**src/cir_defs.vh**
```
// Constants for the checksum and identification read responder.
// Assumes inclusion by the responder modules only; holds definitions and no logic.
`ifndef CIR_DEFS_VH
`define CIR_DEFS_VH

// Command codes (upper byte of the 16-bit address)
`define CIR_CMD_FIRST_SUM 8'hAA
`define CIR_CMD_RUNNING_SUM 8'hAF
`define CIR_CMD_IDENT_A 8'hDA
`define CIR_CMD_IDENT_B 8'hDB
`define CIR_CMD_IDENT_C 8'hDC
// Lower address byte every read command must carry
`define CIR_ADDR_LOW 8'h00

// Value both checksums take after any reset
`define CIR_SUM_RESET 8'h78
// Value shifted out as the leading dummy parameter
`define CIR_DUMMY_BYTE 8'h00

// Link framing
`define CIR_ADDR_BITS 16
`define CIR_BYTE_BITS 8

// Quiet time after the last write before the running sum is republished
`define CIR_SETTLE_MS 300
`define CIR_CLK_HZ 100000000
`define CIR_SETTLE_CYCLES (`CIR_SETTLE_MS * (`CIR_CLK_HZ / 1000))

`endif

```
**src/cir_readback.v**
```verilog
// Read responder for the checksum and module identification commands.
// Assumes a serial link with 16-bit address, sampled on this clock, SCK idle low.
`timescale 1ns/1ps
`include "cir_defs.vh"
module cir_readback #(
  parameter SETTLE_CYCLES = `CIR_SETTLE_CYCLES
) (
  // Clock and reset
  input wire REF_CLK_I,
  input wire RESET_I,
  input wire SW_RESET_I,
  // Serial link from the host
  input wire SCK_I,
  input wire CS_N_I,
  input wire SDI_I,
  input wire DSI_MODE_I,
  output reg SDO_O,
  output reg SDO_OE_O,
  // Write activity on the covered registers and frame memory
  input wire WR_STB_I,
  input wire [7:0] WR_DATA_I,
  input wire WR_DONE_I,
  // Identification bytes from non-volatile storage
  input wire [7:0] IDENT_BYTE_A_I,
  input wire [7:0] IDENT_BYTE_B_I,
  input wire [7:0] IDENT_BYTE_C_I
);

  localparam [2:0] ST_ADDR = 3'h1;
  localparam [2:0] ST_SEND = 3'h2;
  localparam [2:0] ST_HOLD = 3'h4;

  wire [3:0] link_sync;
  wire sck_s;
  wire cs_n_s;
  wire sdi_s;
  wire dsi_s;
  wire [7:0] first_sum_value;
  wire [7:0] running_sum_value;

  reg [2:0] state_reg;
  reg [2:0] state_next;
  reg sck_d_reg;
  reg [15:0] addr_reg;
  reg [15:0] addr_next;
  reg [4:0] bit_cnt_reg;
  reg [4:0] bit_cnt_next;
  reg [15:0] shift_reg;
  reg [15:0] shift_next;
  reg [4:0] left_reg;
  reg [4:0] left_next;
  reg sdo_next;
  reg sdo_oe_next;
  reg [9:0] hit;
  reg [15:0] full_addr;

  // Link pins and the mode strap cross into this clock before use
  cir_sync #(
    .WIDTH(4),
    .RESET_VAL(4'h2)
  ) u_sync (
    .clk_i(REF_CLK_I),
    .rst_i(RESET_I),
    .async_i({DSI_MODE_I, SDI_I, CS_N_I, SCK_I}),
    .sync_o(link_sync)
  );

  assign sck_s = link_sync[0];
  assign cs_n_s = link_sync[1];
  assign sdi_s = link_sync[2];
  assign dsi_s = link_sync[3];

  cir_sum #(
    .SETTLE_CYCLES(SETTLE_CYCLES)
  ) u_sum (
    .clk_i(REF_CLK_I),
    .rst_i(RESET_I),
    .soft_rst_i(SW_RESET_I),
    .wr_stb_i(WR_STB_I),
    .wr_data_i(WR_DATA_I),
    .wr_done_i(WR_DONE_I),
    .first_sum_value_o(first_sum_value),
    .running_sum_value_o(running_sum_value)
  );

  wire sck_rise = sck_s & ~sck_d_reg;
  wire sck_fall = ~sck_s & sck_d_reg;

  // Returns {hit, dummy wanted, byte}; display mode never gates a read
  // Bytes come in as arguments so the combinational block sees their changes
  function [9:0] cir_lookup;
    input [15:0] addr;
    input dsi;
    input [7:0] fs;
    input [7:0] rs;
    input [7:0] ia;
    input [7:0] ib;
    input [7:0] ic;
    reg ok_low;
    begin
      ok_low = (addr[7:0] == `CIR_ADDR_LOW);
      case (addr[15:8])
        `CIR_CMD_FIRST_SUM: cir_lookup = {ok_low, ~dsi, fs};
        `CIR_CMD_RUNNING_SUM: cir_lookup = {ok_low, ~dsi, rs};
        `CIR_CMD_IDENT_A: cir_lookup = {ok_low, ~dsi, ia};
        `CIR_CMD_IDENT_B: cir_lookup = {ok_low, ~dsi, ib};
        `CIR_CMD_IDENT_C: cir_lookup = {ok_low, ~dsi, ic};
        default: cir_lookup = 10'h000;
      endcase
    end
  endfunction

  always @* begin
    state_next = state_reg;
    addr_next = addr_reg;
    bit_cnt_next = bit_cnt_reg;
    shift_next = shift_reg;
    left_next = left_reg;
    sdo_next = SDO_O;
    sdo_oe_next = SDO_OE_O;
    full_addr = {addr_reg[14:0], sdi_s};
    hit = cir_lookup(full_addr, dsi_s, first_sum_value, running_sum_value,
      IDENT_BYTE_A_I, IDENT_BYTE_B_I, IDENT_BYTE_C_I);
    if (cs_n_s) begin
      // Deselect ends any frame and frees the line at once
      state_next = ST_ADDR;
      bit_cnt_next = 5'h00;
      left_next = 5'h00;
      sdo_next = 1'b0;
      sdo_oe_next = 1'b0;
    end else begin
      case (state_reg)
        ST_ADDR: begin
          if (sck_rise) begin
            addr_next = full_addr;
            bit_cnt_next = bit_cnt_reg + 5'h01;
            if (bit_cnt_reg == 5'h0F) begin
              if (hit[9]) begin
                state_next = ST_SEND;
                if (hit[8]) begin
                  shift_next = {`CIR_DUMMY_BYTE, hit[7:0]};
                  left_next = 5'h10;
                end else begin
                  shift_next = {hit[7:0], 8'h00};
                  left_next = 5'h08;
                end
              end else begin
                state_next = ST_HOLD;
              end
            end
          end
        end
        ST_SEND: begin
          if (sck_fall) begin
            if (left_reg != 5'h00) begin
              sdo_next = shift_reg[15];
              sdo_oe_next = 1'b1;
              shift_next = {shift_reg[14:0], 1'b0};
              left_next = left_reg - 5'h01;
            end else begin
              sdo_next = 1'b0;
              sdo_oe_next = 1'b0;
              state_next = ST_HOLD;
            end
          end
        end
        ST_HOLD: begin
          // Extra clocks in the frame are ignored until deselect
          sdo_oe_next = 1'b0;
        end
        default: begin
          state_next = ST_ADDR;
          sdo_oe_next = 1'b0;
        end
      endcase
    end
  end

  always @(posedge REF_CLK_I or posedge RESET_I) begin
    if (RESET_I) begin
      state_reg <= ST_ADDR;
      sck_d_reg <= 1'b0;
      addr_reg <= 16'h0000;
      bit_cnt_reg <= 5'h00;
      shift_reg <= 16'h0000;
      left_reg <= 5'h00;
      SDO_O <= 1'b0;
      SDO_OE_O <= 1'b0;
    end else begin
      state_reg <= state_next;
      sck_d_reg <= sck_s;
      addr_reg <= addr_next;
      bit_cnt_reg <= bit_cnt_next;
      shift_reg <= shift_next;
      left_reg <= left_next;
      SDO_O <= sdo_next;
      SDO_OE_O <= sdo_oe_next;
    end
  end

endmodule

```
**src/cir_sync.v**
```verilog
// Two-stage synchroniser for a vector of independent level inputs.
// Assumes each bit is a slow level or a link signal sampled well above its rate.
`timescale 1ns/1ps
module cir_sync #(
  parameter WIDTH = 4,
  parameter [WIDTH-1:0] RESET_VAL = {WIDTH{1'b0}}
) (
  // Clock and reset
  input wire clk_i,
  input wire rst_i,
  // Raw and synchronised levels
  input wire [WIDTH-1:0] async_i,
  output reg [WIDTH-1:0] sync_o
);

  reg [WIDTH-1:0] meta_reg;

  // First stage is read by the second stage only
  always @(posedge clk_i or posedge rst_i) begin
    if (rst_i) begin
      meta_reg <= RESET_VAL;
      sync_o <= RESET_VAL;
    end else begin
      meta_reg <= async_i;
      sync_o <= meta_reg;
    end
  end

endmodule

```
**src/cir_sum.v**
```verilog
// Checksum engine over user-area register and frame memory writes.
// Assumes a write strobe per byte and a pulse when a write access completes.
`timescale 1ns/1ps
`include "cir_defs.vh"
module cir_sum #(
  parameter SETTLE_CYCLES = `CIR_SETTLE_CYCLES,
  parameter CNT_W = 25
) (
  // Clock and reset
  input wire clk_i,
  input wire rst_i,
  input wire soft_rst_i,
  // Write activity
  input wire wr_stb_i,
  input wire [7:0] wr_data_i,
  input wire wr_done_i,
  // Published values
  output reg [7:0] first_sum_value_o,
  output reg [7:0] running_sum_value_o
);

  localparam integer SETTLE_LAST_I = SETTLE_CYCLES - 1;
  localparam [CNT_W-1:0] SETTLE_LAST = SETTLE_LAST_I[CNT_W-1:0];

  reg [7:0] acc_reg;
  reg first_taken_reg;
  reg pending_reg;
  reg [CNT_W-1:0] quiet_cnt_reg;

  always @(posedge clk_i or posedge rst_i) begin
    if (rst_i) begin
      acc_reg <= 8'h00;
      first_taken_reg <= 1'b0;
      pending_reg <= 1'b0;
      quiet_cnt_reg <= {CNT_W{1'b0}};
      first_sum_value_o <= `CIR_SUM_RESET;
      running_sum_value_o <= `CIR_SUM_RESET;
    end else if (soft_rst_i) begin
      acc_reg <= 8'h00;
      first_taken_reg <= 1'b0;
      pending_reg <= 1'b0;
      quiet_cnt_reg <= {CNT_W{1'b0}};
      first_sum_value_o <= `CIR_SUM_RESET;
      running_sum_value_o <= `CIR_SUM_RESET;
    end else begin
      // Rotate-and-xor keeps byte order significant, unlike a plain sum
      if (wr_stb_i) begin
        acc_reg <= {acc_reg[6:0], acc_reg[7]} ^ wr_data_i;
      end
      // The first sum moves only once a write access completes; the running sum after the quiet time following any strobe or completion
      if (wr_done_i && !first_taken_reg) begin
        first_sum_value_o <= acc_reg;
        first_taken_reg <= 1'b1;
      end
      if (wr_stb_i || wr_done_i) begin
        pending_reg <= 1'b1;
        quiet_cnt_reg <= {CNT_W{1'b0}};
      end else if (pending_reg) begin
        if (quiet_cnt_reg == SETTLE_LAST) begin
          running_sum_value_o <= acc_reg;
          pending_reg <= 1'b0;
        end else begin
          quiet_cnt_reg <= quiet_cnt_reg + 1'b1;
        end
      end
    end
  end

endmodule

```
**config.mk**
```make
export PLATFORM = sky130hd
export DESIGN_NAME = cir_readback
export DESIGN_NICKNAME = d
export VERILOG_FILES = /design/src/cir_readback.v /design/src/cir_sync.v /design/src/cir_sum.v
export VERILOG_INCLUDE_DIRS = /design/src
export SDC_FILE = /design/constraint.sdc
export NUM_CORES = 1
export LEC_CHECK = 0
export BUFFER_PORTS_ARGS = -buffer_cell sky130_fd_sc_hd__clkbuf_2
export CORE_ASPECT_RATIO = 2
export CORE_MARGIN = 2
export CORE_UTILIZATION = 40
export CTS_BUF_LIST = sky130_fd_sc_hd__clkbuf_4 sky130_fd_sc_hd__clkbuf_8
export DETAILED_ROUTE_END_ITERATION = 7
export PLACE_DENSITY = 0.53
export REMOVE_ABC_BUFFERS = 1
export SYNTH_ARGS = -nofsm -noshare
export SYNTH_HDL_FRONTEND = slang
export SYNTH_SLANG_ARGS = --single-unit
export TNS_END_PERCENT = 1
```
**constraint.sdc**
```tcl
create_clock -name REF_CLK_I -period 4.55 [get_ports REF_CLK_I]
set_input_delay 0.455 -clock REF_CLK_I [delete_from_list [all_inputs] [get_ports REF_CLK_I]]
set_output_delay 0.455 -clock REF_CLK_I [all_outputs]
set_load 0.05 [all_outputs]
```
After elaboration in Yosys (flattened, before gate mapping)
Cells that the tools add are included.

Bits in registers: 106. Input port bits: 41. Output and inout port bits: 2. Word-level logic and storage cells: 128.

$add $sub $neg: 3. Equality and inequality tests: 25. Multiplexer cells: 52. Bitwise logic cells: 7. Reduce and logical (&&, ||, !) cells: 25.

Operators with widths (count): 25-bit 2-to-1 mux (4); 16-bit 2-to-1 mux (6); 8-bit 2-to-1 mux (8); 5-bit 2-to-1 mux (10); 10-bit case mux with 5 select lines (1); 8-bit == test (second input constant) (5); 16-bit case mux with 2 select lines (1); 25-bit by 1-bit adder with 25-bit output (second input constant) (1); 25-bit == test (second input constant) (1); 3-bit by 2-bit != test with 1-bit output (second input constant) (7); 3-bit 2-to-1 mux (6); 2-bit nonzero test (9); 1-bit 2-to-1 mux (13); 2-bit != test (second input constant) (6); 5-bit case mux with 2 select lines (1); 3-bit case mux with 3 select lines (1); 8-bit zero test (1); 2-bit AND reduction (4); 8-bit bitwise XOR (1); 7-bit AND reduction (1); 3-bit AND reduction (2); 6-bit AND reduction (1); 3-bit nonzero test (2); 5-bit by 1-bit adder with 5-bit output (second input constant) (1); other kinds (14) (19).

Depth between registers and ports, before layout
Depth in word-level cells: 8. Mapped depth: 8. Gate-level depth less buffers: 7.

Hierarchy
A second synthesis with hierarchy kept.

Cells, all modules: 532. Area total of the unflattened synthesis: 5507.8 µm².

Modules (own cells, without submodules): cir_readback (times used 1, cells an instance 284, area an instance 2834.0 µm², seq. area each 1177.4 µm²); cir_sum (times used 1, cells an instance 239, area an instance 2467.4 µm², seq. area each 1286.2 µm²); cir_sync (times used 1, cells an instance 9, area an instance 206.4 µm², seq. area each 202.7 µm²).

Worst setup path before layout
OpenSTA, ideal clock, no wires.

Path kind: flip-flop to flip-flop. Start: register state_reg[0]. End: register addr_reg[9]. Library setup time: 128 ps. Arrival time: 2080 ps. Data required time: 4422 ps. Slack: 2343 ps. Stages on the path, launching flop included: 8. Buffers on the path: 3. Period minus slack after synthesis: 2207 ps. Cells stage by stage: dfstp_2 > or3b_1 > clkbuf_1 > nor3b_4 > and2_1 > buf_4 > buf_6 > mux2_1.

Word-level cells in the longest chain between the ends: 2.

Ends and longest elaborated chain: from (decl) (line cir_readback.v:41) `reg [2:0] state_reg;`; from (signal assigned) (line cir_readback.v:190) `state_reg <= state_next;`; 3-bit by 1-bit == test with 1-bit output (line cir_readback.v:132) `case (state_reg)`; 3-bit AND reduction (no source line); to (signal assigned) (line cir_readback.v:192) `addr_reg <= addr_next;`; to (decl) (line cir_readback.v:44) `reg [15:0] addr_reg;`.

No other way between the ends. A chain may end at the register's enable or synchronous reset.

Worst setup path after layout
Start: register addr_reg[13]. End: register shift_reg[0].

Word-level cells in the longest chain between the ends: 7. Elaborated cells between the ends (all ways): 13. Classes of those cells: 6 x eq/ne; 6 x mux; 1 x reduce/logical.

Ends and longest elaborated chain: 8-bit == test (line cir_readback.v:102) `case (addr[15:8])`; 10-bit case mux with 5 select lines (*) (line cir_readback.v:102); 16-bit 2-to-1 mux (line cir_readback.v:140) `if (hit[8]) begin`; 16-bit 2-to-1 mux (line cir_readback.v:138) `if (hit[9]) begin`; 16-bit 2-to-1 mux (line cir_readback.v:137) `if (bit_cnt_reg == 5'h0F) begin`; 16-bit 2-to-1 mux (line cir_readback.v:134) `if (sck_rise) begin`; 16-bit case mux with 2 select lines (line cir_readback.v:132); to (signal assigned) (line cir_readback.v:194) `shift_reg <= shift_next;`; to (decl) (line cir_readback.v:48) `reg [15:0] shift_reg;`.

Mark *: on every way between the ends. The rest lies on a longest branch, timed or not. The select of a mux whose other input is x is not followed.

==> results.md <==
* Depth of the worst register-to-register path at 5
* Fin area at 5840 sq um
* CTS sink count at 106
* Max reg flops at 25
* Worst-margin pin slew at 1.20 ns
* IO Pins at 43
* Violated checks: design-rule violations
* Die Span X at 85.7 um
* Number of vias per cell at 5.66
* Largest net degree at the start of global routing at 78
* Gr ovfl total at 0
* WS Path Type: flip-flop to flip-flop
* Cell with the most instances after synthesis: dfrtp_1
* Initial antenna violation count at 0
* Power per standard cell area at 313 nW/um^2
* Net count, final at 588
* RSZ-0062 raised after global routing: no
* M1 wire length at 4620 um
* R2R setup slack at 1.87 ns
* R2r startpoint: addr_reg[13]$_DFFE_PP0P_
* Setup Skew at 0.0169 ns
* Max Cap Viol at 0
* Status: complete, but fails checks
* Cell leakage power at 2.44 nW
* First-pass GRT wire length at 20,100 um
* Share of the synthesized area in the top cell type at 44.5%
* Cts-stage hold buffer count at 0
* Rows at 59
* H-tree depth at 3
* Root buffer cell: clkbuf_8
* DIE AREA at 14,400 sq um
* Post-DRT Antenna Nets at 0
* Worst EP arrival at 2.94 ns
* Post-DP HPWL at 8920 um
* Top area cells in the synthesized netlist: dfrtp_1, dfstp_2, mux2_1
* Area grow syn2layout at 9.32%
* Top_reg_cell synth: dfrtp_1
* Final wirelength at 12,100 um
* Peak supply drop at 0.134 mV
* PortBufs at 42
* Netlist cell types at 59
* Max-slew violations at 0
* Drt wl/cell at 17.3 um
* ANT cells at 0
* Worst Hold End: u_sync.meta_reg[1]$_DFF_PP1_
* Pwr Total at 1.83 mW
* CP startpoint kind: flip-flop
* Placement Cell Area at 5630 sq um
* Syn Inst Count at 516
* Min-delay src: CS_N_I
* Worst relative slew slack at 19.2%
* CP Capture Type: flip-flop
* Sequential-to-total area share from yosys stat at 49.9%
* GRT Util Overall at 17.7%
* Insertion delay to the later sink of the worst-skew pair at 0.37 ns
* Routed via count at 3,958
* Reg2reg end: shift_reg[0]$_DFFE_PP0P_
* Drt drc at 4
* Fraction of registers with async set/reset at 100%
* # Post-CTS Setup Buffers at 0
* Vias in the first global route at 4,095
* Top cells by count, synth: dfrtp_1, nand2_1, nor2_1, mux2_1, clkbuf_1
* Die H at 167 um
* Mapped Avg Cell Area at 10.4 sq um
* Clock period minus worst slack at 2.68 ns
* Post-CTS resize count at 0
* Number of flops mapped to enable cells by yosys at 0
* Synth Warn # at 0
* Highest metal used: met4
* Reg clk slew, reported paths at 0.10 ns
* Worst EP required at 4.81 ns
* Hold Path Depth at 1
* Post-synth top area cell: dfrtp_1
* Post-synthesis instance area at 5350 sq um
* DRT Pass-1 Iters at 6
* Worst-path maximum fanout at 16
* Final period util at 58.9%
* CORE AREA at 13,100 sq um
* CTS tree: done
* Layout cells sized above 1 at 15.5%
* Initial Utilization at 40.9%
* Gpl congestion at 0.817
* Setup total negative slack at 0 ns
* Hold Fails Final Rpt at 0
* Met3 WL post-DR at 363 um
* DRT iter0 DRCs at 215
* Fmax at 373 MHz
* Clock Path Buffers at 2
* Hold WC Path Type: input pin to flip-flop
* Num CTS Buffers at 9
* Synth Register Bits at 106
* Setup violators final at 0
* Met2 Wirelength at 6830 um
-- per-layer routing --
layer  vias to the layer above  global-route usage [%]
li1                       1922                       -
met2                        70                    33.6
met5                         -                       0
met1                      1948                    19.3
met3                        18                    3.15
met4                         0                    5.59
-- cell families after synthesis --
logic type	share of synthesized area (%)
multiplexers	6.91
AND/OR/NAND/NOR	19.1
buffers and inverters	3.46
flip-flops	49.9
AO/OA/AOI/OAI	14.9
adder cells (fa/ha/maj)	1.17
XOR/XNOR	4.59
-- layout make-up --
| type | count | area [sq um] |
|---|---|---|
| repair buffers | 44 | 225 |
| well taps | 152 | 190 |
| multi-input cells | 366 | 2490 |
| clock buffers | 9 | 124 |
| inverters | 15 | 58.8 |
| flip-flops and latches | 106 | 2670 |
| clock inverters | 7 | 85.1 |
| fillers | 1256 | 7220 |
-- placed cells by master (no fill, tap or decap), drive strengths merged, types with 10 or more instances in the layout --
cell and n:
nand3 21, o31ai 10, xnor2 15, clkbuf 51, nand4 10, inv 18
o21ai 15, a21oi 23, dfrtp 95, a22o 12, nand2 51, mux2 31
nor2 41, xor2 13, dfstp 11
-- report_power, final --
part | total, mW | switching (mW) | internal [mW]
logic | 0.165 | 0.0890 | 0.0757
clock network | 0.612 | 0.347 | 0.265
registers | 1.05 | 0.0579 | 0.995
total | 1.83 | 0.493 | 1.34
-- critical path, cell delays in order (launching register included) --
cell       delay (ns)
dfrtp_1          0.41
nand4bb_1        0.48
a21oi_1          0.50
o2111ai_4        0.26
a21oi_4          0.52
mux2_2           0.40
-- stage by stage --
step | hold WS (ns) | setup slack (ns) | std cells | util [%]
final | 0.158 | 1.87 | 699 | 44.7
after detailed placement | 0.335 | 1.90 | 683 | 43.1
after global routing | 0.124 | 1.69 | 699 | 44.7
after floorplan | 0.331 | 1.32 | 487 | -
after global placement | 0.333 | 1.93 | 683 | 43.1
after CTS | 0.135 | 1.86 | 699 | 44.7
-- worst max-delay path by stage --
stage,from,end,cells past startpoint
2_1_floorplan,RESET_I,SDO_O$_DFFE_PP0P_,1
3_3_place_gp,addr_reg[13]$_DFFE_PP0P_,shift_reg[12]$_DFFE_PP0P_,5
3_5_place_dp,addr_reg[13]$_DFFE_PP0P_,shift_reg[0]$_DFFE_PP0P_,5
4_1_cts,addr_reg[13]$_DFFE_PP0P_,shift_reg[0]$_DFFE_PP0P_,5
5_1_grt,state_reg[1]$_DFFE_PP0P_,shift_reg[14]$_DFFE_PP0P_,6
6_report,addr_reg[13]$_DFFE_PP0P_,shift_reg[0]$_DFFE_PP0P_,5
No activity file was read; power rests on OpenSTA's default activity.
